==> src/logic/nfh_pkg.sv <==
// Package for the flash host sequencer: opcodes, timing, state and pin types
package nfh_pkg;

    // Opcodes issued by the host
    localparam logic [7:0] OP_READ_SETUP   = 8'h00;
    localparam logic [7:0] OP_READ_CONFIRM = 8'h30;
    localparam logic [7:0] OP_RAND_OUT     = 8'h05;
    localparam logic [7:0] OP_RAND_OUT_CNF = 8'he0;
    localparam logic [7:0] OP_CACHE_CNF    = 8'h31;
    localparam logic [7:0] OP_CACHE_EXIT   = 8'h34;
    localparam logic [7:0] OP_PROG_SETUP   = 8'h80;
    localparam logic [7:0] OP_PROG_CONFIRM = 8'h10;
    localparam logic [7:0] OP_RAND_IN      = 8'h85;
    localparam logic [7:0] OP_COPY_CNF     = 8'h35;
    localparam logic [7:0] OP_RESET        = 8'hff;
    localparam logic [7:0] OP_READ_ID      = 8'h90;
    localparam logic [7:0] OP_STATUS       = 8'h70;
    localparam logic [7:0] OP_LOCK_STATUS  = 8'h7a;
    localparam logic [7:0] OP_UNLOCK_LO    = 8'h23;
    localparam logic [7:0] OP_UNLOCK_HI    = 8'h24;
    localparam logic [7:0] OP_LOCK         = 8'h2a;
    localparam logic [7:0] OP_LOCK_DOWN    = 8'h2c;

    // Status bit positions
    localparam int SR_ARRAY_DONE_BIT = 5;
    localparam int SR_CACHE_RDY_BIT  = 6;

    // Software register map (word index = address)
    localparam logic [3:0] ADDR_CTRL   = 4'h0;
    localparam logic [3:0] ADDR_ROW    = 4'h1;
    localparam logic [3:0] ADDR_COL    = 4'h2;
    localparam logic [3:0] ADDR_DATA   = 4'h3;
    localparam logic [3:0] ADDR_STATUS = 4'h4;
    localparam logic [3:0] ADDR_COUNT  = 4'h5;

    // Control word actions (bits 3:0 of CTRL write)
    localparam logic [3:0] ACT_CMD     = 4'h1;
    localparam logic [3:0] ACT_ADDR5   = 4'h2;
    localparam logic [3:0] ACT_ADDR2   = 4'h3;
    localparam logic [3:0] ACT_WDATA   = 4'h4;
    localparam logic [3:0] ACT_RDATA   = 4'h5;
    localparam logic [3:0] ACT_WAITRDY = 4'h6;

    // Reset values
    localparam logic [11:0] COL_RST  = 12'h000;
    localparam logic [18:0] ROW_RST  = 19'h00000;

    // Pin timing: each strobe phase is at least 20 ns, well over the 5 ns glitch floor
    localparam int CLK_PERIOD_NS  = 40;
    localparam int PHASE_NS       = 20;
    localparam int PHASE_CYC_RAW  = (PHASE_NS + CLK_PERIOD_NS - 1) / CLK_PERIOD_NS;
    localparam logic [3:0] PHASE_CYC = (PHASE_CYC_RAW < 1) ? 4'h1 : 4'(PHASE_CYC_RAW);
    // Ready/busy may fall some time after the confirm edge
    localparam int BUSY_WAIT_NS   = 100;
    localparam logic [3:0] BUSY_WAIT_CYC = 4'(BUSY_WAIT_NS / CLK_PERIOD_NS);
    localparam int ADDR_CYCLES    = 5;

    // Pins driven toward the flash
    typedef struct packed {
        logic       chip_sel_n;
        logic       cmd_cycle_select;
        logic       addr_cycle_select;
        logic       write_strobe_n;
        logic       read_strobe_n;
        logic       write_protect_n;
        logic [7:0] bus_out;
        logic       bus_oe_n;
    } nfh_pins_t;

    typedef enum logic [5:0] {
        ST_IDLE  = 6'b000001,
        ST_SETUP = 6'b000010,
        ST_LOW   = 6'b000100,
        ST_HIGH  = 6'b001000,
        ST_BUSYW = 6'b010000,
        ST_RDYW  = 6'b100000
    } nfh_state_t;

endpackage : nfh_pkg

==> src/logic/nfh_host.sv <==
// Host-side sequencer that drives a large-page flash over its byte bus
//
// Local design decisions: strobed register access and the placing of the registers.
`timescale 1ns/1ps
`default_nettype none
module nfh_host
(
    // Clock and reset
    input  wire logic        CLK_SYS,
    input  wire logic        RST_N,
    // Software register port
    input  wire logic [3:0]  ADDR,
    input  wire logic [31:0] WDATA,
    input  wire logic        WR,
    input  wire logic        RD,
    output logic      [31:0] RDATA,
    // Flash pins
    output logic             CHIP_SEL_N,
    output logic             CMD_CYCLE_SELECT,
    output logic             ADDR_CYCLE_SELECT,
    output logic             WRITE_STROBE_N,
    output logic             READ_STROBE_N,
    output logic             WRITE_PROTECT_N,
    output logic      [7:0]  SHARED_BUS_BYTE_O,
    output logic             SHARED_BUS_BYTE_OE_N,
    input  wire logic [7:0]  SHARED_BUS_BYTE_I,
    input  wire logic        READY_BUSY_N
);

    // Control word fields: [3:0] action, [11:4] opcode or data, [12] WRITE_PROTECT_N level
    nfh_pkg::nfh_pins_t  pins_reg,    pins_next;
    nfh_pkg::nfh_state_t state_reg,   state_next;
    logic [3:0]          act_reg,     act_next;
    logic [7:0]          byte_reg,    byte_next;
    logic [2:0]          idx_reg,     idx_next;
    logic [3:0]          tmr_reg,     tmr_next;
    logic [11:0]         col_reg,     col_next;
    logic [18:0]         row_reg,     row_next;
    logic [7:0]          rbyte_reg,   rbyte_next;
    logic [15:0]         rcount_reg,  rcount_next;
    logic                wp_reg,      wp_next;
    logic                cache_reg,   cache_next;
    logic                refused_reg, refused_next;
    logic [31:0]         rdata_reg,   rdata_next;
    logic [2:0]          rb_sync_reg;
    logic [2:0]          rb_sync_next;
    logic                rb_ready_reg, rb_ready_next;
    logic [2:0]          last_idx;
    logic [7:0]          addr_byte;
    logic                busy;

    assign busy = (state_reg != nfh_pkg::ST_IDLE);

    // Address byte layout with unused high bits forced low
    always_comb
    begin
        unique case (idx_reg)
            3'h0:    addr_byte = col_reg[7:0];
            3'h1:    addr_byte = {4'h0, col_reg[11:8]};
            3'h2:    addr_byte = row_reg[7:0];
            3'h3:    addr_byte = row_reg[15:8];
            default: addr_byte = {5'h00, row_reg[18:16]};
        endcase
    end

    assign last_idx = (act_reg == nfh_pkg::ACT_ADDR5) ? 3'(nfh_pkg::ADDR_CYCLES - 1) : 3'h1;

    // Ready/busy is asynchronous: three stages, change taken when the last two agree
    always_comb
    begin
        rb_sync_next  = {rb_sync_reg[1:0], READY_BUSY_N};
        rb_ready_next = rb_ready_reg;
        if (rb_sync_reg[2] == rb_sync_reg[1])
        begin
            rb_ready_next = rb_sync_reg[2];
        end
    end

    always_comb
    begin
        state_next   = state_reg;
        pins_next    = pins_reg;
        act_next     = act_reg;
        byte_next    = byte_reg;
        idx_next     = idx_reg;
        tmr_next     = tmr_reg;
        col_next     = col_reg;
        row_next     = row_reg;
        rbyte_next   = rbyte_reg;
        rcount_next  = rcount_reg;
        wp_next      = wp_reg;
        cache_next   = cache_reg;
        refused_next = refused_reg;
        rdata_next   = 32'h00000000;

        if (RD)
        begin
            unique case (ADDR)
                nfh_pkg::ADDR_CTRL:   rdata_next = {19'h00000, wp_reg, byte_reg, act_reg};
                nfh_pkg::ADDR_ROW:    rdata_next = {13'h0000, row_reg};
                nfh_pkg::ADDR_COL:    rdata_next = {20'h00000, col_reg};
                nfh_pkg::ADDR_DATA:   rdata_next = {24'h000000, rbyte_reg};
                nfh_pkg::ADDR_STATUS: rdata_next = {28'h0000000, refused_reg, cache_reg,
                                                    rb_ready_reg, busy};
                nfh_pkg::ADDR_COUNT:  rdata_next = {16'h0000, rcount_reg};
                default:              rdata_next = 32'h00000000;
            endcase
        end

        if (WR && !busy)
        begin
            unique case (ADDR)
                nfh_pkg::ADDR_ROW:
                begin
                    // The top block bit may not move while a cache read runs
                    row_next = cache_reg ? {row_reg[18], WDATA[17:0]} : WDATA[18:0];
                end
                nfh_pkg::ADDR_COL: col_next = WDATA[11:0];
                nfh_pkg::ADDR_CTRL:
                begin
                    wp_next  = WDATA[12];
                    act_next = WDATA[3:0];
                    byte_next = WDATA[11:4];
                    // A random data output inside cache read would be refused by the device
                    if (WDATA[3:0] == nfh_pkg::ACT_CMD && WDATA[11:4] == nfh_pkg::OP_RAND_OUT
                        && cache_reg)
                    begin
                        refused_next = 1'b1;
                    end
                    else if (WDATA[3:0] == nfh_pkg::ACT_WAITRDY)
                    begin
                        refused_next = 1'b0;
                        tmr_next     = nfh_pkg::BUSY_WAIT_CYC;
                        state_next   = nfh_pkg::ST_BUSYW;
                    end
                    else if (WDATA[3:0] >= nfh_pkg::ACT_CMD && WDATA[3:0] <= nfh_pkg::ACT_RDATA)
                    begin
                        refused_next = 1'b0;
                        idx_next     = 3'h0;
                        tmr_next     = nfh_pkg::PHASE_CYC;
                        state_next   = nfh_pkg::ST_SETUP;
                        if (WDATA[3:0] == nfh_pkg::ACT_CMD)
                        begin
                            if (WDATA[11:4] == nfh_pkg::OP_CACHE_CNF)
                            begin
                                cache_next = 1'b1;
                            end
                            else if (WDATA[11:4] == nfh_pkg::OP_CACHE_EXIT
                                     || WDATA[11:4] == nfh_pkg::OP_RESET)
                            begin
                                cache_next = 1'b0;
                            end
                        end
                    end
                end
                default: ;
            endcase
        end

        pins_next.write_protect_n = wp_reg;
        unique case (state_reg)
            nfh_pkg::ST_IDLE:
            begin
                pins_next.chip_sel_n        = 1'b1;
                pins_next.cmd_cycle_select  = 1'b0;
                pins_next.addr_cycle_select = 1'b0;
                pins_next.write_strobe_n    = 1'b1;
                pins_next.read_strobe_n     = 1'b1;
                pins_next.bus_oe_n          = 1'b1;
            end
            nfh_pkg::ST_SETUP:
            begin
                // Latch selects and data settle before the strobe falls
                pins_next.chip_sel_n        = 1'b0;
                pins_next.read_strobe_n     = 1'b1;
                pins_next.write_strobe_n    = 1'b1;
                pins_next.cmd_cycle_select  = (act_reg == nfh_pkg::ACT_CMD);
                pins_next.addr_cycle_select = (act_reg == nfh_pkg::ACT_ADDR5
                                               || act_reg == nfh_pkg::ACT_ADDR2);
                pins_next.bus_oe_n          = (act_reg == nfh_pkg::ACT_RDATA);
                pins_next.bus_out           = pins_next.addr_cycle_select ? addr_byte : byte_reg;
                if (tmr_reg <= 4'h1)
                begin
                    tmr_next   = nfh_pkg::PHASE_CYC;
                    state_next = nfh_pkg::ST_LOW;
                end
                else
                begin
                    tmr_next = tmr_reg - 4'h1;
                end
            end
            nfh_pkg::ST_LOW:
            begin
                // Strobe low for whole phase, never a short pulse
                if (act_reg == nfh_pkg::ACT_RDATA)
                begin
                    pins_next.read_strobe_n = 1'b0;
                end
                else
                begin
                    pins_next.write_strobe_n = 1'b0;
                end
                if (tmr_reg <= 4'h1)
                begin
                    tmr_next   = nfh_pkg::PHASE_CYC;
                    state_next = nfh_pkg::ST_HIGH;
                end
                else
                begin
                    tmr_next = tmr_reg - 4'h1;
                end
            end
            nfh_pkg::ST_HIGH:
            begin
                pins_next.write_strobe_n = 1'b1;
                pins_next.read_strobe_n  = 1'b1;
                if (act_reg == nfh_pkg::ACT_RDATA && tmr_reg == nfh_pkg::PHASE_CYC)
                begin
                    // Taken at the edge that raises the read strobe: the byte has stood
                    // since the strobe fell, while an extra input flop would still be stale
                    rbyte_next  = SHARED_BUS_BYTE_I;
                    rcount_next = rcount_reg + 16'h0001;
                end
                if (tmr_reg <= 4'h1)
                begin
                    if ((act_reg == nfh_pkg::ACT_ADDR5 || act_reg == nfh_pkg::ACT_ADDR2)
                        && idx_reg != last_idx)
                    begin
                        idx_next   = idx_reg + 3'h1;
                        tmr_next   = nfh_pkg::PHASE_CYC;
                        state_next = nfh_pkg::ST_SETUP;
                    end
                    else
                    begin
                        state_next = nfh_pkg::ST_IDLE;
                    end
                end
                else
                begin
                    tmr_next = tmr_reg - 4'h1;
                end
            end
            nfh_pkg::ST_BUSYW:
            begin
                // Give the device time to pull busy low after a confirm
                if (tmr_reg <= 4'h1)
                begin
                    state_next = nfh_pkg::ST_RDYW;
                end
                else
                begin
                    tmr_next = tmr_reg - 4'h1;
                end
            end
            nfh_pkg::ST_RDYW:
            begin
                if (rb_ready_reg)
                begin
                    rcount_next = 16'h0000;
                    state_next  = nfh_pkg::ST_IDLE;
                end
            end
        endcase
    end

    always_ff @(posedge CLK_SYS or negedge RST_N)
    begin
        if (!RST_N)
        begin
            state_reg    <= nfh_pkg::ST_IDLE;
            pins_reg     <= '{chip_sel_n: 1'b1, cmd_cycle_select: 1'b0, addr_cycle_select: 1'b0,
                              write_strobe_n: 1'b1, read_strobe_n: 1'b1, write_protect_n: 1'b0,
                              bus_out: 8'h00, bus_oe_n: 1'b1};
            act_reg      <= 4'h0;
            byte_reg     <= 8'h00;
            idx_reg      <= 3'h0;
            tmr_reg      <= 4'h0;
            col_reg      <= nfh_pkg::COL_RST;
            row_reg      <= nfh_pkg::ROW_RST;
            rbyte_reg    <= 8'h00;
            rcount_reg   <= 16'h0000;
            wp_reg       <= 1'b0;
            cache_reg    <= 1'b0;
            refused_reg  <= 1'b0;
            rdata_reg    <= 32'h00000000;
            rb_sync_reg  <= 3'h7;
            rb_ready_reg <= 1'b1;
        end
        else
        begin
            state_reg    <= state_next;
            pins_reg     <= pins_next;
            act_reg      <= act_next;
            byte_reg     <= byte_next;
            idx_reg      <= idx_next;
            tmr_reg      <= tmr_next;
            col_reg      <= col_next;
            row_reg      <= row_next;
            rbyte_reg    <= rbyte_next;
            rcount_reg   <= rcount_next;
            wp_reg       <= wp_next;
            cache_reg    <= cache_next;
            refused_reg  <= refused_next;
            rdata_reg    <= rdata_next;
            rb_sync_reg  <= rb_sync_next;
            rb_ready_reg <= rb_ready_next;
        end
    end

    assign RDATA                = rdata_reg;
    assign CHIP_SEL_N           = pins_reg.chip_sel_n;
    assign CMD_CYCLE_SELECT     = pins_reg.cmd_cycle_select;
    assign ADDR_CYCLE_SELECT    = pins_reg.addr_cycle_select;
    assign WRITE_STROBE_N       = pins_reg.write_strobe_n;
    assign READ_STROBE_N        = pins_reg.read_strobe_n;
    assign WRITE_PROTECT_N      = pins_reg.write_protect_n;
    assign SHARED_BUS_BYTE_O    = pins_reg.bus_out;
    assign SHARED_BUS_BYTE_OE_N = pins_reg.bus_oe_n;

    cmd_latch_sel_a: assert property (@(posedge CLK_SYS) disable iff (!RST_N)
        $rose(WRITE_STROBE_N) && CMD_CYCLE_SELECT |->
            !CHIP_SEL_N && !ADDR_CYCLE_SELECT && READ_STROBE_N)
        else $error("command latched with wrong select levels");
    addr_latch_sel_a: assert property (@(posedge CLK_SYS) disable iff (!RST_N)
        $rose(WRITE_STROBE_N) && ADDR_CYCLE_SELECT |->
            !CHIP_SEL_N && !CMD_CYCLE_SELECT && READ_STROBE_N)
        else $error("address latched with wrong select levels");
    data_latch_sel_a: assert property (@(posedge CLK_SYS) disable iff (!RST_N)
        $rose(WRITE_STROBE_N) && !CMD_CYCLE_SELECT && !ADDR_CYCLE_SELECT |->
            !CHIP_SEL_N && READ_STROBE_N && !SHARED_BUS_BYTE_OE_N)
        else $error("data latched with wrong levels");
    read_out_sel_a: assert property (@(posedge CLK_SYS) disable iff (!RST_N)
        !READ_STROBE_N |-> WRITE_STROBE_N && !CMD_CYCLE_SELECT && !ADDR_CYCLE_SELECT
            && SHARED_BUS_BYTE_OE_N && !CHIP_SEL_N)
        else $error("read strobe with bus driven or selects high");
    strobe_width_a: assert property (@(posedge CLK_SYS) disable iff (!RST_N)
        $fell(WRITE_STROBE_N) |-> !WRITE_STROBE_N [*1] ##1 $rose(WRITE_STROBE_N) or
            (!WRITE_STROBE_N ##1 !WRITE_STROBE_N))
        else $error("write strobe pulse too short");
    addr_upper_zero_a: assert property (@(posedge CLK_SYS) disable iff (!RST_N)
        $fell(WRITE_STROBE_N) && ADDR_CYCLE_SELECT && idx_reg == 3'h1 |->
            SHARED_BUS_BYTE_O[7:4] == 4'h0)
        else $error("unused column address bits not low");
    addr_five_a: assert property (@(posedge CLK_SYS) disable iff (!RST_N)
        $fell(ADDR_CYCLE_SELECT) && act_reg == nfh_pkg::ACT_ADDR5 |-> $past(idx_reg) == 3'h4)
        else $error("address group did not carry five bytes");
    wp_follow_a: assert property (@(posedge CLK_SYS) disable iff (!RST_N)
        ##1 WRITE_PROTECT_N == $past(wp_reg))
        else $error("write protect pin not following control");
    idle_standby_a: assert property (@(posedge CLK_SYS) disable iff (!RST_N)
        $past(state_reg) == nfh_pkg::ST_IDLE |-> CHIP_SEL_N && SHARED_BUS_BYTE_OE_N)
        else $error("idle but device selected");
    rand_refuse_a: assert property (@(posedge CLK_SYS) disable iff (!RST_N)
        cache_reg && !busy && WR && ADDR == nfh_pkg::ADDR_CTRL
            && WDATA[3:0] == nfh_pkg::ACT_CMD && WDATA[11:4] == nfh_pkg::OP_RAND_OUT
            |=> refused_reg && !busy)
        else $error("random output not refused in cache read");

endmodule : nfh_host
`default_nettype wire

==> config.mk <==
export PLATFORM = sky130hd
export DESIGN_NAME = nfh_host
export DESIGN_NICKNAME = d
export VERILOG_FILES = /design/src/logic/nfh_pkg.sv /design/src/logic/nfh_host.sv
export SDC_FILE = /design/constraint.sdc
export NUM_CORES = 1
export LEC_CHECK = 0
export ABC_AREA = 1
export BUFFER_PORTS_ARGS = -buffer_cell sky130_fd_sc_hd__buf_2
export CORE_AREA = 10 10 130 132
export CTS_CLUSTER_SIZE = 16
export DETAILED_ROUTE_END_ITERATION = 7
export DIE_AREA = 0 0 140 142
export PLACE_DENSITY = 0.74
export SETUP_SLACK_MARGIN = 0.2
export SLEW_MARGIN = 10
export SYNTH_ARGS = -nofsm -noshare
export SYNTH_HDL_FRONTEND = slang
export SYNTH_SLANG_ARGS = --single-unit
==> constraint.sdc <==
create_clock -name CLK_SYS -period 2.3 [get_ports CLK_SYS]
set_clock_uncertainty 0.2 [all_clocks]
set_input_delay 0.46 -clock CLK_SYS [delete_from_list [all_inputs] [get_ports CLK_SYS]]
set_output_delay 0.46 -clock CLK_SYS [all_outputs]
set_load 0.02 [all_outputs]
Word level (Yosys, flattened, before mapping)

Index checks and enable logic that the tools add are counted.

Add/subtract/negate cells: 3
Order comparisons: 3
Equality and inequality tests: 32
Multiplexer cells: 48
Bitwise logic cells: 3
Reductions and logical operators: 28

Operators by type and width:

| cell                                                                  | count |
|---|---|
| 19-bit one-hot mux with 6 select lines                                | 1 |
| 6-bit 2-to-1 mux                                                      | 10 |
| 4-bit 2-to-1 mux                                                      | 9 |
| 16-bit 2-to-1 mux                                                     | 2 |
| 16-bit one-hot mux with 2 select lines                                | 1 |
| 8-bit one-hot mux with 4 select lines                                 | 1 |
| 6-bit one-hot mux with 5 select lines                                 | 1 |
| 3-bit 2-to-1 mux                                                      | 9 |
| 19-bit 2-to-1 mux                                                     | 1 |
| 16-bit by 1-bit adder with 16-bit output, second input constant       | 1 |
| 4-bit by 1-bit equality test with 1-bit output, second input constant | 4 |
| 4-bit by 2-bit equality test with 1-bit output, second input constant | 4 |
| 4-bit by 3-bit equality test with 1-bit output, second input constant | 4 |
| 8-bit by 6-bit equality test with 1-bit output, second input constant | 2 |
| 4-bit one-hot mux with 3 select lines                                 | 1 |
| 2-bit AND reduction                                                   | 6 |
| 3-bit AND reduction                                                   | 3 |
| 8-bit by 3-bit equality test with 1-bit output, second input constant | 1 |
| 8-bit equality test, second input constant                            | 1 |
| 8-bit 2-to-1 mux                                                      | 1 |
| 2-bit inequality test, second input constant                          | 4 |
| 2-bit nonzero test                                                    | 4 |
| 1-bit 2-to-1 mux                                                      | 7 |
| 7-bit AND reduction                                                   | 1 |
| 29 further kinds                                                      | 38 |

Flip-flop bits (word level): 134
Input bits: 49
Output and inout port bits: 47
Word-level logic and storage cells: 141

Logic depth before layout (Yosys ltp)

Gate-level depths: netlist (run 1).

Depth after elaboration: 10
Depth in mapped cells: 14
Depth with buffers taken out: 14

Least setup slack after synthesis (run 1)

OpenSTA, ideal clock, no wires.

Kind: input to register
From: input ADDR[0]
To: register tmr_reg[0]
Setup time: 0.116 ns
Arrival: 1.578 ns
Data required time: 1.984 ns
Setup slack: 0.406 ns
Stages on the path: 14
Buffers on the path: 2
Path through: buf_2 > nor2_4 > inv_1 > nor2_2 > nand3_2 > buf_6 > nor2_4 > nand2_2 > nand2_1 > nand2_1 > nand2_1 > nand2_1 > nand2_1 > nand2_1

Word-level cells in the longest chain between the ends: 6
Elaborated cells between the ends (all ways): 7
Those cells by class: mux (6); reduce/logical (1)

RTL lines:

| item                                    | line            | source |
|---|---|---|
| start: declaration                      | nfh_host.sv:12  | `input wire logic [3:0] ADDR,` |
| 4-bit zero test *                       | nfh_host.sv:112 | `unique case (ADDR)` |
| 4-bit 2-to-1 mux *                      | nfh_host.sv:112 |  |
| 4-bit 2-to-1 mux *                      | nfh_host.sv:110 | `if (WR && !busy)` |
| 4-bit 2-to-1 mux                        | nfh_host.sv:226 | `if ((act_reg == nfh_pkg::ACT_ADDR5 \|\| act_reg == nfh_pkg::ACT_ADDR2)` |
| 4-bit 2-to-1 mux                        | nfh_host.sv:224 | `if (tmr_reg <= 4'h1)` |
| 4-bit one-hot mux with 3 select lines * | nfh_host.sv:161 | `unique case (state_reg)` |
| via tmr_next[0]                         | nfh_host.sv:36  | `logic [3:0] tmr_reg, tmr_next;` |
| end signal: assignment                  | nfh_host.sv:296 | `tmr_reg <= tmr_next;` |
| end: declaration                        | nfh_host.sv:36  |  |

The timed path passes the listed nets; every way through them passes the cells marked *.
A chain may end at the register's enable or synchronous reset.

Worst setup path in the final report (run 1)

From: register state_reg[4]
To: register col_reg[8]

Word-level cells in the longest chain between the ends: 4

RTL lines:

| item                                             | line            | source |
|---|---|---|
| start: declaration                               | nfh_host.sv:32  | `nfh_pkg::nfh_state_t state_reg, state_next;` |
| start signal: assignment                         | nfh_host.sv:270 | `state_reg <= nfh_pkg::ST_IDLE;` |
| start signal: assignment                         | nfh_host.sv:291 | `state_reg <= state_next;` |
| 6-bit by 1-bit inequality test with 1-bit output | nfh_host.sv:52  | `assign busy = (state_reg != nfh_pkg::ST_IDLE);` |
| 1-bit zero test                                  | nfh_host.sv:110 |  |
| 1-bit logical AND                                | nfh_host.sv:110 |  |
| 2-bit AND reduction (no line)                    | -               |  |
| end signal: assignment                           | nfh_host.sv:278 | `col_reg <= nfh_pkg::COL_RST;` |
| end signal: assignment                           | nfh_host.sv:297 | `col_reg <= col_next;` |
| end: declaration                                 | nfh_host.sv:37  | `logic [11:0] col_reg, col_next;` |

Every way passes these cells.

==> results of run 1 <==
-- routing by layer --
| layer | share of wire [%] | track usage (%) |
|---|---|---|
| met5 | 0 | 0 |
| met4 | 3.1 | 8.04 |
| met3 | 7.9 | 4.91 |
| met2 | 47 | 27.3 |
| met1 | 42 | 21.8 |
-- cell usage after synthesis, types with 7 or more instances --
cell | count | share of area (%)
clkbuf_1 | 9 | 0.56
o21ai_0 | 71 | 5.9
nand4_1 | 18 | 1.9
o22ai_1 | 17 | 1.8
dfrtp_1 | 112 | 46
mux2_2 | 11 | 2.0
dfstp_2 | 9 | 3.9
nand3_1 | 28 | 2.3
a21oi_1 | 31 | 2.6
buf_4 | 13 | 1.6
nand2_1 | 147 | 9.1
inv_1 | 90 | 5.6
ha_1 | 8 | 1.7
nor3_1 | 17 | 1.4
buf_2 | 9 | 0.74
a221oi_1 | 7 | 1.0
nor2_1 | 56 | 3.5
-- metrics by stage --
stage          total power [W]  cells  hold WS [ns]  area [um2]
2_1_floorplan          0.00229    731       -0.0356        6100
3_3_place_gp           0.00239    973        0.0731        6670
3_5_place_dp           0.00239    973        0.0723        6670
4_1_cts                0.00497   1007        0.0531        7270
5_1_grt                0.00510   1018        0.0562        7410
6_report               0.00496   1018        0.0577        7410
-- cell families after synthesis --
| group | after synthesis |
|---|---|
| AO/OA/AOI/OAI | 155 |
| XOR/XNOR | 3 |
| adder cells (fa/ha/maj) | 9 |
| buffers and inverters | 129 |
| flip-flops | 121 |
| multiplexers | 11 |
| other | 1 |
| AND/OR/NAND/NOR | 290 |
-- power by group --
| group | leakage [nW] | switching [W] | internal, W |
|---|---|---|---|
| clock network | 0.275 | 0.00101 | 0.00159 |
| logic | 1.73 | 0.000138 | 0.0000577 |
| registers | 1.58 | 0.00000971 | 0.00215 |
| total | 3.59 | 0.00116 | 0.00380 |
-- placed cells by master (no fill, tap or decap), types with 9 or more instances in the layout --
cell type  synthesis  final
nand2_1          147    143
dfrtp_1          112    110
nand3_1           28     27
inv_1             90     90
nor2_1            56     52
mux2_2            11     11
nand4_1           18     18
conb_1             1     13
clkbuf_16          0     17
buf_4             13     32
nor3_1            17     17
o21ai_0           71     68
a21oi_1           31     31
buf_2              9     68
o21ai_1            6      9
o22ai_1           17     17
dfstp_2            9      9
-- worst max path at each step --
| stage | end | slack (ns) | cells past startpoint |
|---|---|---|---|
| final | col_reg[8] | 0.29 | 8 |
| after global routing | tmr_reg[0] | 0.17 | 13 |
| after CTS | row_reg[4] | 0.21 | 9 |
| after detailed placement | tmr_reg[0] | 0.19 | 15 |
| after global placement | tmr_reg[1] | 0.22 | 10 |
| after floorplan | tmr_reg[0] | 0.41 | 14 |
-- repair_timing --
item,4_1_cts,5_1_grt
hold buffers,2,0
setup endpoints to repair,0,31
resized for setup,0,19
setup buffers,0,11
endpoints found under the hold margin,113,0
-- cell type report --
type / count / area (um2) / share of cell area [%]
tap: 184 / 230 / 3.11
inverter: 95 / 357 / 4.81
clock inverter: 15 / 154 / 2.08
sequential: 121 / 3040 / 41.1
timing repair buffer: 105 / 652 / 8.80
clock buffer: 17 / 425 / 5.74
multi-input combinational: 481 / 2550 / 34.4
==> flow_summary_export.csv, run 1 <==
group,metric,value,unit
placement,dp_slack,0.187,ns
global_route,grt_pass1_vias,5311,
sta,post-route-period-util,87.4,%
power_and_ir_drop,p_per_area,669,nW/um2
routing,firstDrtPassIters,5,
placement,gp_congestion,0.954,
clock_network,cts_tree,"yes",
sta,rsz0062_at_grt,"no",
clock_network,root_buffer,"clkbuf_16",
worst_hold_path,worstHoldStart,"SHARED_BUS_BYTE_I[5]",
routing,drtAntennaViolNets,0,
cells_and_area,drive_gt1_share,23.0,%
global_route,grt_pass1_wl,27.6,mm
clock_network,cts_sinks,121,
worst_setup_path,rr_worst_depth,8,
clock_network,clk_path_buf_depth,2,
floorplan,rows,44,
routing,wirelength,17.3,mm
worst_setup_path,startpoint,"state_reg[4]",
worst_setup_path,r2r_slack,0.29,ns
logic_synthesis,synth-warning-count,0,
global_route,grt_usage,17.4,%
logic_synthesis,synth_cells,719,
global_route,antenna_found_initial,0,
logic_synthesis,synth_edf_count,0,
clock_network,clk_pin_slew,0.06,ns
sta,setup_viol,0,
worst_hold_path,min_to,"rbyte_reg[5]",
floorplan,die_h,142,um
cells_and_area,nets,878,
power_and_ir_drop,p_leak,3.59,nW
routing,routed-via-count,5395,
worst_setup_path,crit_path_max_incr_delay,0.42,ns
floorplan,die-area,19900,um2
floorplan,initial_utilization,42.3,%
clock_network,htreeDepth,4,
logic_synthesis,synth-seq-cells,121,
routing,drc,0,
status,outcome,"finished clean",
logic_synthesis,synth_top_family_by_area,"simple AND/OR/NAND/NOR gates",
floorplan,fp.dieW,140,um
logic_synthesis,synth_ff_type,"dfrtp_1",
clock_network,clk_latency,0.43,ns
routing,drtIter0Drc,487,
worst_setup_path,criticalPathCategory,"reg -> reg",
placement,dpl.hpwl,13.0,mm
logic_synthesis,async_flop_share,100,%
logic_synthesis,ys_seq_area_share,50.2,%
worst_hold_path,min_path_type,"in -> reg",
sta,finalSetupTns,0,ns
logic_synthesis,syn_area_per_cell,8.42,um2
clock_network,cts_buffers,17,
worst_setup_path,required,2.42,ns
logic_synthesis,synth.area.mux_share,2.05,%
sta,fmax,0.498,GHz
worst_hold_path,worstHoldPathCells,2,
worst_setup_path,r2r_start,"state_reg[4]",
cells_and_area,fillerInstances,1379,
worst_setup_path,cp-end-kind,"flop",
power_and_ir_drop,peakVddDrop,0.520,mV
logic_synthesis,synthXorXnorAreaFrac,0.434,%
routing,avgViaCountPerCell,5.30,
cells_and_area,syn_to_final_growth,22.4,%
logic_synthesis,synth_compound_area_share,14.6,%
global_route,grt_max_degree,67,
sta,finalCriticalPeriod,2.01,ns
floorplan,ios,96,
sta,finalWorstSetupSlack,0.290,ns
placement,portBuffers,69,
flow_run,drv_cap,0,
cells_and_area,finish.utilization,51.7,%
global_route,grt-ovfl-total,0,
logic_synthesis,synthSimpleGateAreaFrac,21.6,%
logic_synthesis,synth_fa_ha_area_share,1.82,%
worst_setup_path,cp_num_buf_inv,2,
worst_setup_path,timing.rr.end,"col_reg[8]",
cells_and_area,num_antenna_cells,0,
worst_setup_path,worstPathArrival,2.13,ns
sta,final_hold_viol_count,0,
floorplan,fp.coreArea,14300,um2
logic_synthesis,syn_area,6050,um2
worst_setup_path,path_delay_family,"simple AND/OR/NAND/NOR gates",
worst_setup_path,crit_slowest_cell,"dfrtp_1",
sta,timing.final.max_slew_violations,0,
logic_synthesis,yosysUniqueCellTypes,46,
worst_setup_path,cp-start-kind,"flop",
worst_setup_path,critPathMaxFanout,24,
routing,wl_per_cell,17.0,um
worst_setup_path,crit_chain,"nor2_4 > nand2_2 > nor2_4 > nand2_1 > inv_2 > nand2_2 > buf_4 > o21ai_0",
No activity file was read; power rests on OpenSTA's default activity.
==> run 2, diff against run 1 <==
- CORE_AREA: 10 10 130 132 -> 10 10 122 124
- DIE_AREA: 0 0 140 142 -> 0 0 132 134
- PLACE_DENSITY: 0.74 -> 0.81
==> run 2 against run 1 <==
Effect of this change:
- sequential share of layout area down 0.32 points
- register-to-register slack hardly changed
- global-route usage grew 2.2 points
- routed wire length fell by 0.28%
- clock-buffer cell count up 8
- critical endpoint is now rcount_reg[13]
- largest cell class unchanged
==> flow_summary_export.csv, run 2 (same netlist as run 1, synthesis figures left out) <==
group,metric,value,unit
cells_and_area,final_common_cell,"nand2_1",
flow_run,drv_cap,0,
floorplan,fp.coreArea,12500,um2
worst_hold_path,min_path_type,"in -> reg",
sta,timing.final.max_slew_violations,0,
cells_and_area,syn_to_final_growth,23.4,%
clock_network,clk_pin_slew,0.05,ns
floorplan,ios,96,
clock_network,cts_tree,"yes",
floorplan,die_h,134,um
routing,avgViaCountPerCell,5.45,
global_route,grt_max_degree,122,
worst_setup_path,worstPathArrival,2.12,ns
worst_setup_path,critPathMaxFanout,5,
worst_setup_path,criticalPathCategory,"reg -> reg",
placement,dpl.hpwl,12.8,mm
sta,setup_viol,0,
worst_setup_path,cp-start-kind,"flop",
clock_network,cts_buffers,17,
floorplan,initial_utilization,48.6,%
worst_setup_path,required,2.40,ns
routing,firstDrtPassIters,5,
global_route,grt_usage,19.6,%
worst_setup_path,cp-end-kind,"flop",
floorplan,fp.dieW,132,um
routing,routed-via-count,5479,
clock_network,cts_sinks,121,
power_and_ir_drop,p_per_area,703,nW/um2
sta,finalSetupTns,0,ns
floorplan,rows,41,
sta,finalCriticalPeriod,2.02,ns
sta,fmax,0.495,GHz
clock_network,clk_latency,0.42,ns
power_and_ir_drop,p_leak,3.62,nW
sta,post-route-period-util,87.8,%
sta,rsz0062_at_grt,"no",
routing,drtAntennaViolNets,0,
global_route,antenna_found_initial,0,
clock_network,htreeDepth,4,
routing,drtIter0Drc,530,
routing,wirelength,17.3,mm
placement,gp_congestion,0.964,
cells_and_area,num_antenna_cells,0,
cells_and_area,nets,878,
routing,drc,0,
placement,dp_slack,0.172,ns
global_route,grt-ovfl-total,0,
power_and_ir_drop,peakVddDrop,0.488,mV
routing,wl_per_cell,17.2,um
status,outcome,"finished clean",
sta,slew_headroom,56.2,%
floorplan,die-area,17700,um2
sta,finalWorstSetupSlack,0.281,ns
cells_and_area,most-common-layout-cells,"143 x nand2_1, 109 x dfrtp_1, 90 x inv_1, 70 x o21ai_0, 68 x buf_2",
sta,final_hold_viol_count,0,
clock_network,clk_path_buf_depth,2,
placement,portBuffers,69,
clock_network,root_buffer,"clkbuf_16",
global_route,grt_pass1_vias,5218,
cells_and_area,drive_gt1_share,23.3,%
global_route,grt_pass1_wl,27.6,mm
sta,tightest_slew,0.658,ns
## run 2: through the flow
stage	total power, W	hold slack (ns)	utilization, %	cell area (um2)	std cells
after floorplan	0.00229	-0.0356	-	6100	731
final	0.00525	0.0695	59.9	7470	1006
after global placement	0.00238	0.146	53.4	6650	962
after global routing	0.00540	0.0635	59.9	7470	1006
after CTS	0.00528	0.0611	58.7	7320	996
after detailed placement	0.00238	0.147	53.4	6650	962
## run 2: timing repair
action                                 CTS  global route
resized for setup                        0            22
setup buffers                            0             9
hold buffers                             2             0
setup endpoints to repair                0            33
endpoints found under the hold margin  113             0
## run 2: final timing paths
check | slack, ns | startpoint | depth (start not counted) | endpoint
setup / recovery | 0.28 | state_reg[3] | 10 | rcount_reg[13]
min in group asynchronous | 0.46 | RST_N | 3 | RDATA[5]
hold reg to reg | 0.15 | rb_sync_reg[0] | 0 | rb_sync_reg[1]
hold / removal | 0.07 | SHARED_BUS_BYTE_I[3] | 2 | rbyte_reg[3]
max in group asynchronous | 0.90 | RST_N | 3 | state_reg[3]
setup reg to reg | 0.28 | state_reg[3] | 10 | rcount_reg[13]
## run 2: power breakdown
part,total [W],internal (W),switching [W]
combinational,0.000190,0.0000553,0.000135
sequential,0.00216,0.00215,0.00000911
clock,0.00290,0.00198,0.000920
## run 2: final cells by class
| type | count | area [um2] |
|---|---|---|
| clock buffer | 25 | 515 |
| inverter | 95 | 357 |
| sequential | 121 | 3040 |
| timing repair buffer | 104 | 632 |
| multi-input combinational | 482 | 2570 |
| tap | 172 | 215 |
| fill | 1086 | 5000 |
| clock inverter | 7 | 135 |
## run 2: layer usage
metal,share of wire (%),global-route usage (%),vias up
met2,47,30.3,247
met4,3.5,8.65,0
met5,0,0,-
met1,42,25.2,2608
met3,8.1,5.49,50
li1,-,-,2574
## run 2: worst max-delay path: stages, from the launching register on
cell	delay, ns
dfrtp_2	0.44
inv_1	0.10
nand2_1	0.11
nor2_4	0.15
nand4_1	0.22
nand2_4	0.16
nand2_2	0.09
nor2_2	0.11
nand2_1	0.08
nor2_1	0.15
nor2_1	0.07
